===== config.mk =====
export PLATFORM = sky130hd
export DESIGN_NAME = lintr_core
export DESIGN_NICKNAME = d
export VERILOG_FILES = /design/src/logic/lintr_pkg.sv /design/src/logic/lintr_core.sv /design/src/logic/lintr_sync.sv
export SDC_FILE = /design/constraint.sdc
export NUM_CORES = 1
export LEC_CHECK = 0
export CAP_MARGIN = 20
export CORE_ASPECT_RATIO = 1.5
export CORE_MARGIN = 2
export CORE_UTILIZATION = 60
export CTS_CLUSTER_DIAMETER = 150
export DETAILED_ROUTE_END_ITERATION = 7
export DONT_BUFFER_PORTS = 1
export MAX_ROUTING_LAYER = met4
export PLACE_DENSITY = 0.76
export RECOVER_POWER = 50
export SYNTH_ARGS = -nofsm -noshare
export SYNTH_HDL_FRONTEND = slang
export SYNTH_HIERARCHICAL = 1
export SYNTH_SLANG_ARGS = --single-unit

===== constraint.sdc =====
create_clock -name clock -period 3 [get_ports clock]
set_input_delay 0.6 -clock clock [delete_from_list [all_inputs] [get_ports clock]]
set_output_delay 0.6 -clock clock [all_outputs]
set_load 0.01 [all_outputs]

===== src/logic/lintr_pkg.sv =====
package lintr_pkg;
   // ------------------------------------------------------------
   // Timebase
   // ------------------------------------------------------------
   localparam int unsigned CLK_PERIOD_PS = 20000;

   // ------------------------------------------------------------
   // Times in picoseconds, as specified
   // ------------------------------------------------------------
   localparam longint SLEEP_MIN_PS      = 64'd50000000;     // 50 us
   localparam longint SLEEP_MAX_PS      = 64'd91000000;     // 91 us
   localparam longint SLEEP_TYP_PS      = 64'd70000000;     // 70 us
   localparam longint BUS_WAKE_MIN_PS   = 64'd40000000;     // 40 us
   localparam longint BUS_WAKE_TYP_PS   = 64'd70000000;     // 70 us
   localparam longint BUS_WAKE_MAX_PS   = 64'd100000000;    // 100 us
   localparam longint EN_WAKE_MAX_PS    = 64'd15000000;     // 15 us
   localparam longint LOC_WAKE_MIN_PS   = 64'd10000000;     // 10 us
   localparam longint LOC_WAKE_TYP_PS   = 64'd48000000;     // 48 us
   localparam longint LOC_WAKE_MAX_PS   = 64'd70000000;     // 70 us
   localparam longint DOM_TYP_PS        = 64'd5000000000;   // 5.0 ms
   localparam longint FIRST_DOM_TYP_PS  = 64'd50000000;     // 50 us
   localparam longint FIRST_DOM_MAX_PS  = 64'd80000000;     // 80 us
   localparam longint TOGGLE_EN_MAX_PS  = 64'd45000000;     // 45 us
   localparam longint ACK_MIN_PS        = 64'd1875000;      // 1.875 us
   localparam longint ACK_MAX_PS        = 64'd6250000;      // 6.25 us

   // ------------------------------------------------------------
   // Cycle counts
   // ------------------------------------------------------------
   function automatic int unsigned cyc(input longint t_ps);
      cyc = int'(t_ps / CLK_PERIOD_PS);
   endfunction

   localparam int unsigned SLEEP_ENTRY_DELAY_CYC      = cyc(SLEEP_TYP_PS);   // Midway 50..91
   localparam int unsigned BUS_WAKE_FILTER_TIME_CYC   = cyc(BUS_WAKE_TYP_PS);
   localparam int unsigned ENABLE_WAKE_FILTER_TIME_CYC = cyc(EN_WAKE_MAX_PS) / 2;
   localparam int unsigned LOCAL_WAKE_FILTER_TIME_CYC = cyc(LOC_WAKE_TYP_PS);
   localparam int unsigned DOMINANT_TIMEOUT_CYC       = cyc(DOM_TYP_PS);
   localparam int unsigned FIRST_DOMINANT_HOLDOFF_CYC = cyc(FIRST_DOM_TYP_PS);
   localparam int unsigned TOGGLE_EN_MAX_CYC          = cyc(TOGGLE_EN_MAX_PS);
   localparam int unsigned ACK_CYC                    = cyc(64'd4000000);  // 4 us, inside 1.875..6.25
   localparam int unsigned TOGGLE_SETUP_CYC           = cyc(64'd12500000) / 2;

   localparam int CNT_W = 18;

   // ------------------------------------------------------------
   // Modes
   // ------------------------------------------------------------
   typedef enum logic [1:0]
   {
      LINTR_NORMAL   = 2'b00,
      LINTR_PRESLEEP = 2'b01,
      LINTR_SLEEP    = 2'b10,
      LINTR_WAKING   = 2'b11
   } lintr_mode_t;

   typedef struct packed
   {
      logic enable;
      logic txd;
      logic bus;
      logic wake;
   } lintr_in_t;
endpackage


===== src/logic/lintr_core.sv =====
// Overview of operation
// - Enable held low for the sleep delay enters sleep and drops the inhibit output within 50 to 91 us.
// - A dominant bus in sleep wakes the device only after persisting through a 40 to 100 us filter.
// - Enable rising in sleep wakes the device with inhibit high within 15 us.
// - A wake pin change in sleep wakes the device after persisting 10 to 70 us.
// - Transmit data dominant for 3.75 to 6.25 ms forces the bus recessive while the receiver stays active.
// - After entering normal mode the first dominant bit is held off for about 50 us, at most 80 us.
// - On fast baud entry receive data is driven low for 1.875 to 6.25 us after enable rises.
// - Enable high means normal mode; sleep entry needs the wake pin steady over the sleep delay.
// - In sleep receive data floats, and a recognised wake from pin or bus pulls it low.
// - A further toggle exits fast baud and receive data stays high at its end.
// - In normal mode low transmit data drives the bus dominant, and receive data mirrors the bus.
`timescale 1ns/1ps
`default_nettype none
module lintr_core
(
   input  wire logic clock,
   input  wire logic rst_n,
   input  wire logic clock_en,
   input  wire logic enable_in,
   input  wire logic txd_in,
   input  wire logic bus_in,
   input  wire logic wake_in,
   output logic      bus_drive_low,
   output logic      rxd_out,
   output logic      rxd_oe,
   output logic      regulator_inhibit_out,
   output logic      fast_baud
);
   // ------------------------------------------------------------
   // Input sampling
   // ------------------------------------------------------------
   lintr_pkg::lintr_in_t pin;

   lintr_sync u_sync
   (
      .clock   (clock),
      .rst_n   (rst_n),
      .ce      (clock_en),
      .raw     ({enable_in, txd_in, bus_in, wake_in}),
      .rst_val (4'hf),
      .clean   (pin)
   );

   function automatic logic [lintr_pkg::CNT_W-1:0] inc(input logic [lintr_pkg::CNT_W-1:0] v);
      inc = v + 18'h00001;
   endfunction

   function automatic logic reached(input logic [lintr_pkg::CNT_W-1:0] v, input int unsigned lim);
      reached = (v >= lim[lintr_pkg::CNT_W-1:0]);
   endfunction

   // ------------------------------------------------------------
   // State
   // ------------------------------------------------------------
   lintr_pkg::lintr_mode_t     mode;
   lintr_pkg::lintr_mode_t     next_mode;
   logic [lintr_pkg::CNT_W-1:0] mcnt;
   logic [lintr_pkg::CNT_W-1:0] next_mcnt;
   logic [lintr_pkg::CNT_W-1:0] dcnt;
   logic [lintr_pkg::CNT_W-1:0] next_dcnt;
   logic [lintr_pkg::CNT_W-1:0] hcnt;
   logic [lintr_pkg::CNT_W-1:0] next_hcnt;
   logic [lintr_pkg::CNT_W-1:0] acnt;
   logic [lintr_pkg::CNT_W-1:0] next_acnt;
   logic                       wake_ref;
   logic                       next_wake_ref;
   logic                       wake_flag;
   logic                       next_wake_flag;
   logic                       dom_lock;
   logic                       next_dom_lock;
   logic                       tx_seen_low;
   logic                       next_tx_seen_low;
   logic                       next_fast_baud;
   logic                       regulator_on;
   logic                       next_regulator_on;

   // ------------------------------------------------------------
   // Mode control
   // ------------------------------------------------------------
   always_comb
   begin
      next_mode        = mode;
      next_mcnt        = inc(mcnt);
      next_wake_ref    = wake_ref;
      next_wake_flag   = wake_flag;
      next_regulator_on = regulator_on;
      next_fast_baud   = fast_baud;
      next_tx_seen_low = tx_seen_low;
      next_acnt        = (acnt != '0) ? acnt - 18'h00001 : acnt;
      case (mode)
         lintr_pkg::LINTR_NORMAL:
         begin
            next_mcnt        = '0;
            next_tx_seen_low = 1'b0;
            next_wake_ref    = pin.wake;
            if (!pin.enable)
            begin
               next_mode = lintr_pkg::LINTR_PRESLEEP;
            end
         end
         lintr_pkg::LINTR_PRESLEEP:
         begin
            if (!pin.txd)
            begin
               next_tx_seen_low = 1'b1;
            end
            if (pin.enable)
            begin
               next_mode = lintr_pkg::LINTR_NORMAL;
               // Short enable pulse with a transmit low inside it toggles baud
               if (tx_seen_low && pin.txd && mcnt <= lintr_pkg::TOGGLE_EN_MAX_CYC[lintr_pkg::CNT_W-1:0])
               begin
                  next_fast_baud = ~fast_baud;
                  if (!fast_baud)
                  begin
                     next_acnt = lintr_pkg::ACK_CYC[lintr_pkg::CNT_W-1:0];
                  end
               end
            end
            else if (pin.wake != wake_ref)
            begin
               next_mcnt     = '0;
               next_wake_ref = pin.wake;
            end
            else if (reached(mcnt, lintr_pkg::SLEEP_ENTRY_DELAY_CYC))
            begin
               next_mode  = lintr_pkg::LINTR_SLEEP;
               next_regulator_on = 1'b0;
               next_mcnt  = '0;
               next_wake_flag = 1'b0;
            end
         end
         lintr_pkg::LINTR_SLEEP:
         begin
            if (pin.enable)
            begin
               next_mode = lintr_pkg::LINTR_WAKING;
               next_mcnt = '0;
            end
            else if (!pin.bus)
            begin
               if (reached(mcnt, lintr_pkg::BUS_WAKE_FILTER_TIME_CYC))
               begin
                  next_regulator_on = 1'b1;
                  next_wake_flag = 1'b1;
                  next_wake_ref  = pin.wake;
               end
            end
            else if (pin.wake != wake_ref)
            begin
               if (reached(mcnt, lintr_pkg::LOCAL_WAKE_FILTER_TIME_CYC))
               begin
                  next_regulator_on = 1'b1;
                  next_wake_flag = 1'b1;
                  next_wake_ref  = pin.wake;
               end
            end
            else
            begin
               next_mcnt = '0;
            end
         end
         lintr_pkg::LINTR_WAKING:
         begin
            if (!pin.enable)
            begin
               next_mode = lintr_pkg::LINTR_SLEEP;
               next_mcnt = '0;
            end
            else if (reached(mcnt, lintr_pkg::ENABLE_WAKE_FILTER_TIME_CYC))
            begin
               next_mode      = lintr_pkg::LINTR_NORMAL;
               next_regulator_on = 1'b1;
               next_wake_flag = 1'b0;
            end
         end
         default:
         begin
            next_mode = lintr_pkg::LINTR_NORMAL;
         end
      endcase
   end

   // ------------------------------------------------------------
   // Transmit path: first-dominant holdoff and dominant timeout
   // ------------------------------------------------------------
   always_comb
   begin
      next_hcnt     = hcnt;
      next_dcnt     = '0;
      next_dom_lock = dom_lock;
      if (mode != lintr_pkg::LINTR_NORMAL)
      begin
         next_hcnt = '0;
      end
      else if (!reached(hcnt, lintr_pkg::FIRST_DOMINANT_HOLDOFF_CYC))
      begin
         next_hcnt = inc(hcnt);
      end
      if (pin.txd)
      begin
         next_dom_lock = 1'b0;
      end
      else if (mode == lintr_pkg::LINTR_NORMAL)
      begin
         next_dcnt = inc(dcnt);
         if (reached(dcnt, lintr_pkg::DOMINANT_TIMEOUT_CYC))
         begin
            next_dom_lock = 1'b1;
            next_dcnt     = dcnt;
         end
      end
   end

   // ------------------------------------------------------------
   // Registers
   // ------------------------------------------------------------
   always_ff @(posedge clock)
   begin
      if (!rst_n)
      begin
         mode        <= lintr_pkg::LINTR_NORMAL;
         mcnt        <= '0;
         dcnt        <= '0;
         hcnt        <= '0;
         acnt        <= '0;
         wake_ref    <= 1'b1;
         wake_flag   <= 1'b0;
         dom_lock    <= 1'b0;
         tx_seen_low <= 1'b0;
         fast_baud   <= 1'b0;
         regulator_on <= 1'b1;
      end
      else if (clock_en)
      begin
         mode        <= next_mode;
         mcnt        <= next_mcnt;
         dcnt        <= next_dcnt;
         hcnt        <= next_hcnt;
         acnt        <= next_acnt;
         wake_ref    <= next_wake_ref;
         wake_flag   <= next_wake_flag;
         dom_lock    <= next_dom_lock;
         tx_seen_low <= next_tx_seen_low;
         fast_baud   <= next_fast_baud;
         regulator_on <= next_regulator_on;
      end
   end

   // ------------------------------------------------------------
   // Outputs
   // ------------------------------------------------------------
   logic normal;

   assign normal = (mode == lintr_pkg::LINTR_NORMAL);

   always_ff @(posedge clock)
   begin
      if (!rst_n)
      begin
         bus_drive_low         <= 1'b0;
         rxd_out               <= 1'b1;
         rxd_oe                <= 1'b1;
         regulator_inhibit_out <= 1'b1;
      end
      else if (clock_en)
      begin
         bus_drive_low <= normal && !pin.txd && !dom_lock && !next_dom_lock
                          && reached(hcnt, lintr_pkg::FIRST_DOMINANT_HOLDOFF_CYC);
         if (acnt != '0)
         begin
            rxd_out <= 1'b0;
            rxd_oe  <= 1'b1;
         end
         else if (mode == lintr_pkg::LINTR_SLEEP || mode == lintr_pkg::LINTR_WAKING)
         begin
            rxd_out <= 1'b0;
            rxd_oe  <= wake_flag;
         end
         else
         begin
            rxd_out <= pin.bus;
            rxd_oe  <= 1'b1;
         end
         regulator_inhibit_out <= regulator_on;
      end
   end
endmodule
`default_nettype wire


===== src/logic/lintr_sync.sv =====
`timescale 1ns/1ps
`default_nettype none
module lintr_sync
(
   input  wire logic        clock,
   input  wire logic        rst_n,
   input  wire logic        ce,
   input  wire logic [3:0]  raw,
   input  wire logic [3:0]  rst_val,
   output logic      [3:0]  clean
);
   // ------------------------------------------------------------
   // Three-stage sampling, change taken once stages two and three agree
   // ------------------------------------------------------------
   logic [3:0] s1;
   logic [3:0] s2;
   logic [3:0] s3;
   logic [3:0] next_clean;

   always_comb
   begin
      next_clean = clean;
      for (int i = 0; i < 4; i++)
      begin
         if (s2[i] == s3[i])
         begin
            next_clean[i] = s3[i];
         end
      end
   end

   always_ff @(posedge clock)
   begin
      if (!rst_n)
      begin
         s1    <= rst_val;
         s2    <= rst_val;
         s3    <= rst_val;
         clean <= rst_val;
      end
      else if (ce)
      begin
         s1    <= raw;
         s2    <= s1;
         s3    <= s2;
         clean <= next_clean;
      end
   end
endmodule
`default_nettype wire


==> results of run 1 <==
## power groups by stage
| stage | registers (mW) | logic (mW) | clock network (mW) |
|---|---|---|---|
| floorplan | 1.65 | 0.845 | 0 |
| global placement | 1.67 | 0.957 | 0 |
| detailed placement | 1.68 | 0.985 | 0 |
| CTS | 1.65 | 1.00 | 1.25 |
| global route | 1.67 | 1.12 | 1.30 |
| finish | 1.65 | 0.985 | 1.23 |
## layer usage
metal  track usage  routed length [um]  up-vias
li1              -                   -     2110
met5             -                   0        -
met3       0.04946                 325       21
met1        0.2969                4679     1974
met4       0.09885                 249        0
met2        0.4356                5412       72
## Yosys cell counts (13+ instances only)
cell / n / area share
sky130_fd_sc_hd__dfxtp_1: 84 / 0.33
sky130_fd_sc_hd__nand2_1: 77 / 0.057
sky130_fd_sc_hd__nor2_1: 55 / 0.041
sky130_fd_sc_hd__o21ai_0: 30 / 0.030
sky130_fd_sc_hd__a21oi_1: 26 / 0.026
sky130_fd_sc_hd__nand3_1: 25 / 0.025
sky130_fd_sc_hd__inv_1: 20 / 0.015
sky130_fd_sc_hd__nor3_1: 17 / 0.017
sky130_fd_sc_hd__xnor2_1: 17 / 0.029
sky130_fd_sc_hd__edfxtp_1: 16 / 0.095
sky130_fd_sc_hd__xor2_1: 13 / 0.023
## sequential cells by signal, summed over array words and instances, names as in the netlist, 4 cells and up, named ones only
signal,cells
u_sync/s3,4
u_sync/s1,4
u_sync/s2,4
u_sync/clean,4
hcnt,18
mcnt,18
acnt,18
dcnt,18
## cell families after synthesis
kind of cell    Yosys count
simple gates            275
compound gates          128
flops                   100
buf+inv                  44
xor+xnor                 30
fa+ha+maj                 8
mux                       6
other cells               1
## worst max-delay path by stage
stage                   endpoint  slack [ns]  cells after the start
floorplan           regulator_on        0.84                      7
global placement        acnt[16]        0.56                      8
detailed placement      acnt[16]        0.51                      8
CTS                     acnt[16]        0.45                      8
global route             dcnt[4]        0.09                      6
finish                   dcnt[4]        0.33                      6
## metrics by stage
step / power, mW / utilization
floorplan: 2.492 / -
global placement: 2.631 / 0.6186
detailed placement: 2.667 / 0.6186
finish: 3.863 / 0.6551
global route: 4.094 / 0.6551
CTS: 3.901 / 0.6579
## final cells by class
type | count | area [um2] | share of cell area
multi-input cells | 451 | 2705 | 0.4969
flip-flops and latches | 100 | 2162 | 0.3971
clock buffers | 14 | 316.6 | 0.05815
well taps | 107 | 133.9 | 0.02459
inverters | 20 | 75.07 | 0.01379
repair buffers | 6 | 41.29 | 0.007584
clock inverters | 2 | 10.01 | 0.001839
==> summary.log, run 1 <==
qor: global_routing.overflow 0
qor: sta.setup_skew_after_layout 0.004526 ns
qor: placement.postPlaceCellArea 5141 um2
qor: route.detail_route.wl_per_cell 15.24 um
qor: floorplanning.rows 41
qor: clocking.clk_pin_slew 0.06 ns
qor: yosys.synth_adder_area_share 0.01979
qor: clocking.clock_tree.root_cell sky130_fd_sc_hd__clkbuf_16
qor: global_routing.grt.total_usage 0.2555
qor: layout.layout.cells.most_common sky130_fd_sc_hd__dfxtp_1
qor: power.pwr_density_cell 709.6 nW/um2
qor: sta.slew_viol_final 0
qor: worst_setup_path.cpLargestDelayFamily simple AND/OR/NAND/NOR gates
qor: worst_setup_path.rrSetupSlack 0.33 ns
qor: worst_setup_path.cp_data_required_time 3.24 ns
qor: yosys.synth-seq-area-share 0.4274
qor: sta.finalSetupViolCount 0
qor: worst_setup_path.critical_path.cell_chain or3_1, or3_1, o21ai_1, or2_1, o31ai_1, and2_1
qor: clocking.clock_tree.buffer_depth 2
qor: route.first_pass_iters 4
qor: sta.final.setup.worst_slack 0.3326 ns
qor: power.power.clock.fraction 0.317
qor: power.power.net_switching 1.207 mW
qor: clocking.cts_tree built
qor: layout.insertedDiodeCount 0
qor: floorplanning.floorplan.die_area 9196 um2
qor: sta.rsz_0062_raised_after_global_routing false
qor: yosys.synth_compound_gate_area_share 0.1751
qor: layout.most-common-layout-cells sky130_fd_sc_hd__dfxtp_1 (84), sky130_fd_sc_hd__nand2_1 (77), sky130_fd_sc_hd__nor2_1 (55)
qor: sta.slew_headroom 0.4182
qor: global_routing.grt_first_pass_wirelength 18.10 mm
qor: sta.clock.fmax 374.9 MHz
qor: status.status finished, final reports clean
qor: yosys.postSynthRegisterBits 100
qor: yosys.post_synth_and_or_nand_nor_area_fraction 0.2763
qor: sta.hold-worst-slack 0.3217 ns
qor: sta.post-route-min-period 2.667 ns
qor: sta.finalHoldViolations 0
qor: route.post_drt_via_cell_ratio 5.967
qor: yosys.post_synth_instance_area 5059 um2
qor: power.max-vdd-ir-drop 490.1 uV
qor: yosys.synth-edff-count 16
qor: worst_setup_path.reg2regPathDepth 6
qor: worst_hold_path.min_path_cells 1
qor: yosys.synth_flop_cell sky130_fd_sc_hd__dfxtp_1
qor: yosys.ys_async_sr_fraction 0
qor: placement.dp_hpwl 7.187 mm
qor: yosys.number_of_unique_standard_cell_types_used_by_synthesis 65
qor: worst_setup_path.maximum_fanout_along_the_worst_path 14
qor: worst_hold_path.timing.hold.worst.start rst_n
qor: clocking.cts_repair_resize_count 0
qor: floorplanning.chipHeight 116.5 um
qor: worst_setup_path.worst_setup_path_start_kind flop
qor: worst_setup_path.cpMostUsedCell sky130_fd_sc_hd__or3_1
qor: route.drt_first_iter_violations 288
qor: worst_hold_path.hold-path-endpoint regulator_inhibit_out
qor: worst_setup_path.worst_ep_arrival_time 2.91 ns
qor: route.routed_wl 10.67 mm
qor: global_routing.grt_start_max_net_pins 66
qor: layout.drive_gt1_frac 0.05565
qor: clocking.post_cts_hold_buffer_count 0
qor: floorplanning.design.portCount 12
qor: yosys.netlist_instances 592
qor: worst_setup_path.r2r-start u_sync/clean[2]
qor: clocking.cts.htree.levels 3
qor: yosys.combinational_family_with_the_most_area_after_synthesis simple AND/OR/NAND/NOR gates
qor: clocking.clock_latency 0.35 ns
qor: layout.fin_area 5444 um2
qor: clocking.cts_inserted_buffers 9
qor: flow_run.cap_violations 0
qor: sta.final_worst_path_period_share 0.8891
qor: route.detail_route.drc_violations 0
qor: route.detail-route-antenna-nets 0
qor: worst_setup_path.cp-end-kind flop
qor: global_routing.initial_antenna_violation_count 0
qor: yosys.post_synth_mux_area_share 0.01187
qor: placement.gp_congestion 0.9402
qor: route.num_vias 4,177
qor: floorplanning.start_util 0.6087
qor: worst_setup_path.cp_slowest_cell sky130_fd_sc_hd__o21ai_1
qor: power.static-leakage-power 2.028 nW
qor: worst_setup_path.cp-startpoint u_sync/clean[2]
qor: yosys.synth.yosys.warnings 6
qor: power.combPwrFrac 0.255
qor: worst_setup_path.critPathMaxStageDelay 0.71 ns
qor: placement.port-buffer-count 0
qor: placement.cell_total_after_placement 684
qor: power.power.share.sequential 0.428
qor: power.p_int 2.656 mW
qor: layout.fillCellCount 733
qor: sta.slew_at_the_pin_closest_to_its_max_slew_limit 0.8668 ns
qor: layout.area_growth_syn_to_layout 7.618%
qor: yosys.synth-xor-area-share 0.05194
qor: yosys.synth.avg_cell_area 8.545 um2
qor: worst_setup_path.criticalPathCategory flop to flop
qor: clocking.clock_sinks 100
qor: sta.finalSetupTns 0 ns
qor: worst_setup_path.crit-reg2reg-capture dcnt[4]
qor: layout.nNetsFinal 603
qor: layout.layout.cells.non_filler 700
qor: floorplanning.dieWidth 78.97 um
qor: power.p_sw_frac 0.3125
qor: global_routing.vias_in_the_first_global_route 3,931
qor: floorplanning.core_region_area 8310 um2
qor: worst_hold_path.worstHoldPathType input port to flop
qor: placement.worst_setup_slack_post_dpl 0.5119 ns
qor: worst_setup_path.worstPathBufferInverterCount 0
qor: clocking.post_cts_setup_bufs 0
(Power assumes the default switching activity.)
==> run 2, diff against run 1 <==
MAX_ROUTING_LAYER = not set   (was met4)
==> run 2 against run 1 <==
Sequential power is essentially flat. Sequential share of layout area up 0.33 points. Clock power is 7% lower. Critical path depth unchanged. Core utilization shrank 0.54 points. Hold slack gained 0.012 ns. Cell area fell by 0.83%. First-iteration DRC count is 26% lower. Power decreased by 1.8%. Die area unchanged. Largest cell class unchanged.
==> summary.log, run 2 (synthesis gave the netlist of run 1 again) <==
qor: clocking.cts_repair_resize_count 0
qor: sta.slew_headroom 0.4155
qor: route.detail_route.wl_per_cell 15.29 um
qor: sta.post-route-min-period 2.713 ns
qor: sta.slew_at_the_pin_closest_to_its_max_slew_limit 0.8710 ns
qor: layout.insertedDiodeCount 0
qor: worst_hold_path.min_path_cells 1
qor: route.first_pass_iters 4
qor: layout.most-common-layout-cells sky130_fd_sc_hd__dfxtp_1 (84), sky130_fd_sc_hd__nand2_1 (77), sky130_fd_sc_hd__nor2_1 (55)
qor: layout.area_growth_syn_to_layout 6.728%
qor: floorplanning.design.portCount 12
qor: power.power.clock.fraction 0.302
qor: clocking.cts_tree built
qor: power.static-leakage-power 2.012 nW
qor: placement.worst_setup_slack_post_dpl 0.4536 ns
qor: worst_hold_path.worstHoldPathType input port to flop
qor: worst_setup_path.worst_setup_path_start_kind flop
qor: floorplanning.dieWidth 78.97 um
qor: route.post_drt_via_cell_ratio 6.027
qor: placement.dp_hpwl 7.372 mm
qor: floorplanning.start_util 0.6087
qor: sta.final_worst_path_period_share 0.9044
qor: sta.finalSetupTns 0 ns
qor: placement.gp_congestion 0.9293
qor: power.power.share.sequential 0.437
qor: sta.rsz_0062_raised_after_global_routing false
qor: clocking.cts_inserted_buffers 9
qor: clocking.clock_tree.root_cell sky130_fd_sc_hd__clkbuf_16
qor: global_routing.grt_start_max_net_pins 66
qor: worst_setup_path.maximum_fanout_along_the_worst_path 14
qor: global_routing.grt_first_pass_wirelength 17.97 mm
qor: power.power.net_switching 1.209 mW
qor: power.p_sw_frac 0.3187
qor: clocking.clk_pin_slew 0.07 ns
qor: clocking.clock_latency 0.34 ns
qor: layout.drive_gt1_frac 0.05236
qor: worst_setup_path.rrSetupSlack 0.29 ns
qor: power.pwr_density_cell 702.6 nW/um2
qor: route.detail_route.drc_violations 0
qor: sta.clock.fmax 368.5 MHz
qor: route.routed_wl 10.69 mm
qor: floorplanning.chipHeight 116.5 um
qor: clocking.clock_sinks 100
qor: clocking.post_cts_hold_buffer_count 0
qor: global_routing.grt.total_usage 0.2443
qor: clocking.clock_tree.buffer_depth 2
qor: status.status finished, final reports clean
qor: worst_setup_path.criticalPathCategory flop to flop
qor: route.detail-route-antenna-nets 0
qor: worst_setup_path.crit-reg2reg-capture dcnt[16]
qor: global_routing.overflow 0
qor: global_routing.initial_antenna_violation_count 0
qor: floorplanning.core_region_area 8310 um2
qor: flow_run.cap_violations 0
qor: worst_setup_path.worst_ep_arrival_time 3.00 ns
qor: clocking.cts.htree.levels 3
qor: worst_setup_path.cp-end-kind flop
qor: floorplanning.rows 41
qor: sta.finalSetupViolCount 0
qor: layout.layout.cells.most_common sky130_fd_sc_hd__dfxtp_1
qor: worst_hold_path.hold-path-endpoint regulator_inhibit_out
qor: global_routing.vias_in_the_first_global_route 3,935
qor: sta.slew_viol_final 0
qor: layout.nNetsFinal 603
qor: power.p_int 2.584 mW
qor: worst_setup_path.cp_data_required_time 3.29 ns
qor: power.combPwrFrac 0.261
qor: power.max-vdd-ir-drop 485.9 uV
qor: worst_setup_path.r2r-start u_sync/clean[2]
qor: sta.setup_skew_after_layout 0.007756 ns
qor: placement.port-buffer-count 0
qor: worst_setup_path.reg2regPathDepth 6
qor: sta.hold-worst-slack 0.3337 ns
qor: clocking.post_cts_setup_bufs 0
qor: worst_hold_path.timing.hold.worst.start rst_n
qor: sta.finalHoldViolations 0
qor: floorplanning.floorplan.die_area 9196 um2
qor: route.num_vias 4,213
qor: sta.final.setup.worst_slack 0.2867 ns
qor: route.drt_first_iter_violations 214
==> run 2: power groups by stage <==
stage	Combinational [mW]	Sequential (mW)	Clock [mW]
global route	1.11	1.68	1.22
detailed placement	0.988	1.69	0
finish	0.989	1.66	1.15
global placement	0.954	1.67	0
floorplan	0.845	1.65	0
CTS	1.00	1.66	1.16
==> run 2: critical path, cell delays in order (launching register included) <==
cell and delay (ns):
sky130_fd_sc_hd__edfxtp_1 0.45, sky130_fd_sc_hd__or3_1 0.43, sky130_fd_sc_hd__or3_1 0.45, sky130_fd_sc_hd__o21ai_1 0.71, sky130_fd_sc_hd__nor2_1 0.18, sky130_fd_sc_hd__nor3b_1 0.27
sky130_fd_sc_hd__a221o_1 0.16
==> run 2: worst max-delay path by stage <==
stage | from | endpoint | slack [ns]
2_1_floorplan | clock_en | regulator_on | 0.84
3_3_place_gp | mcnt[0] | acnt[16] | 0.56
3_5_place_dp | mcnt[0] | acnt[16] | 0.45
4_1_cts | mcnt[0] | acnt[16] | 0.41
5_1_grt | mcnt[0] | acnt[16] | 0.03
6_report | u_sync/clean[2] | dcnt[16] | 0.29
==> run 2: through the flow <==
stage                     instance area, um2  instances    util  total power, mW
after floorplan                         5070        595       -            2.492
after global placement                  5141        684  0.6186            2.628
after detailed placement                5141        684  0.6186            2.675
after CTS                               5438        699  0.6543            3.822
after global routing                    5399        699  0.6497            4.016
final                                   5399        699  0.6497            3.793
==> run 2: layout make-up <==
type,count,area (um2)
fillers,730,2912
multi-input cells,451,2686
flip-flops and latches,100,2162
clock buffers,13,281.5
well taps,107,133.9
inverters,20,75.07
repair buffers,6,45.04
clock inverters,2,15.01
==> run 2: routing by layer <==
layer,vias up,track usage,share of wire
met5,-,0,0
met4,0,0.09425,0.023
met3,19,0.05410,0.033
met2,78,0.4322,0.52
met1,2005,0.2880,0.43
li1,2111,-,-
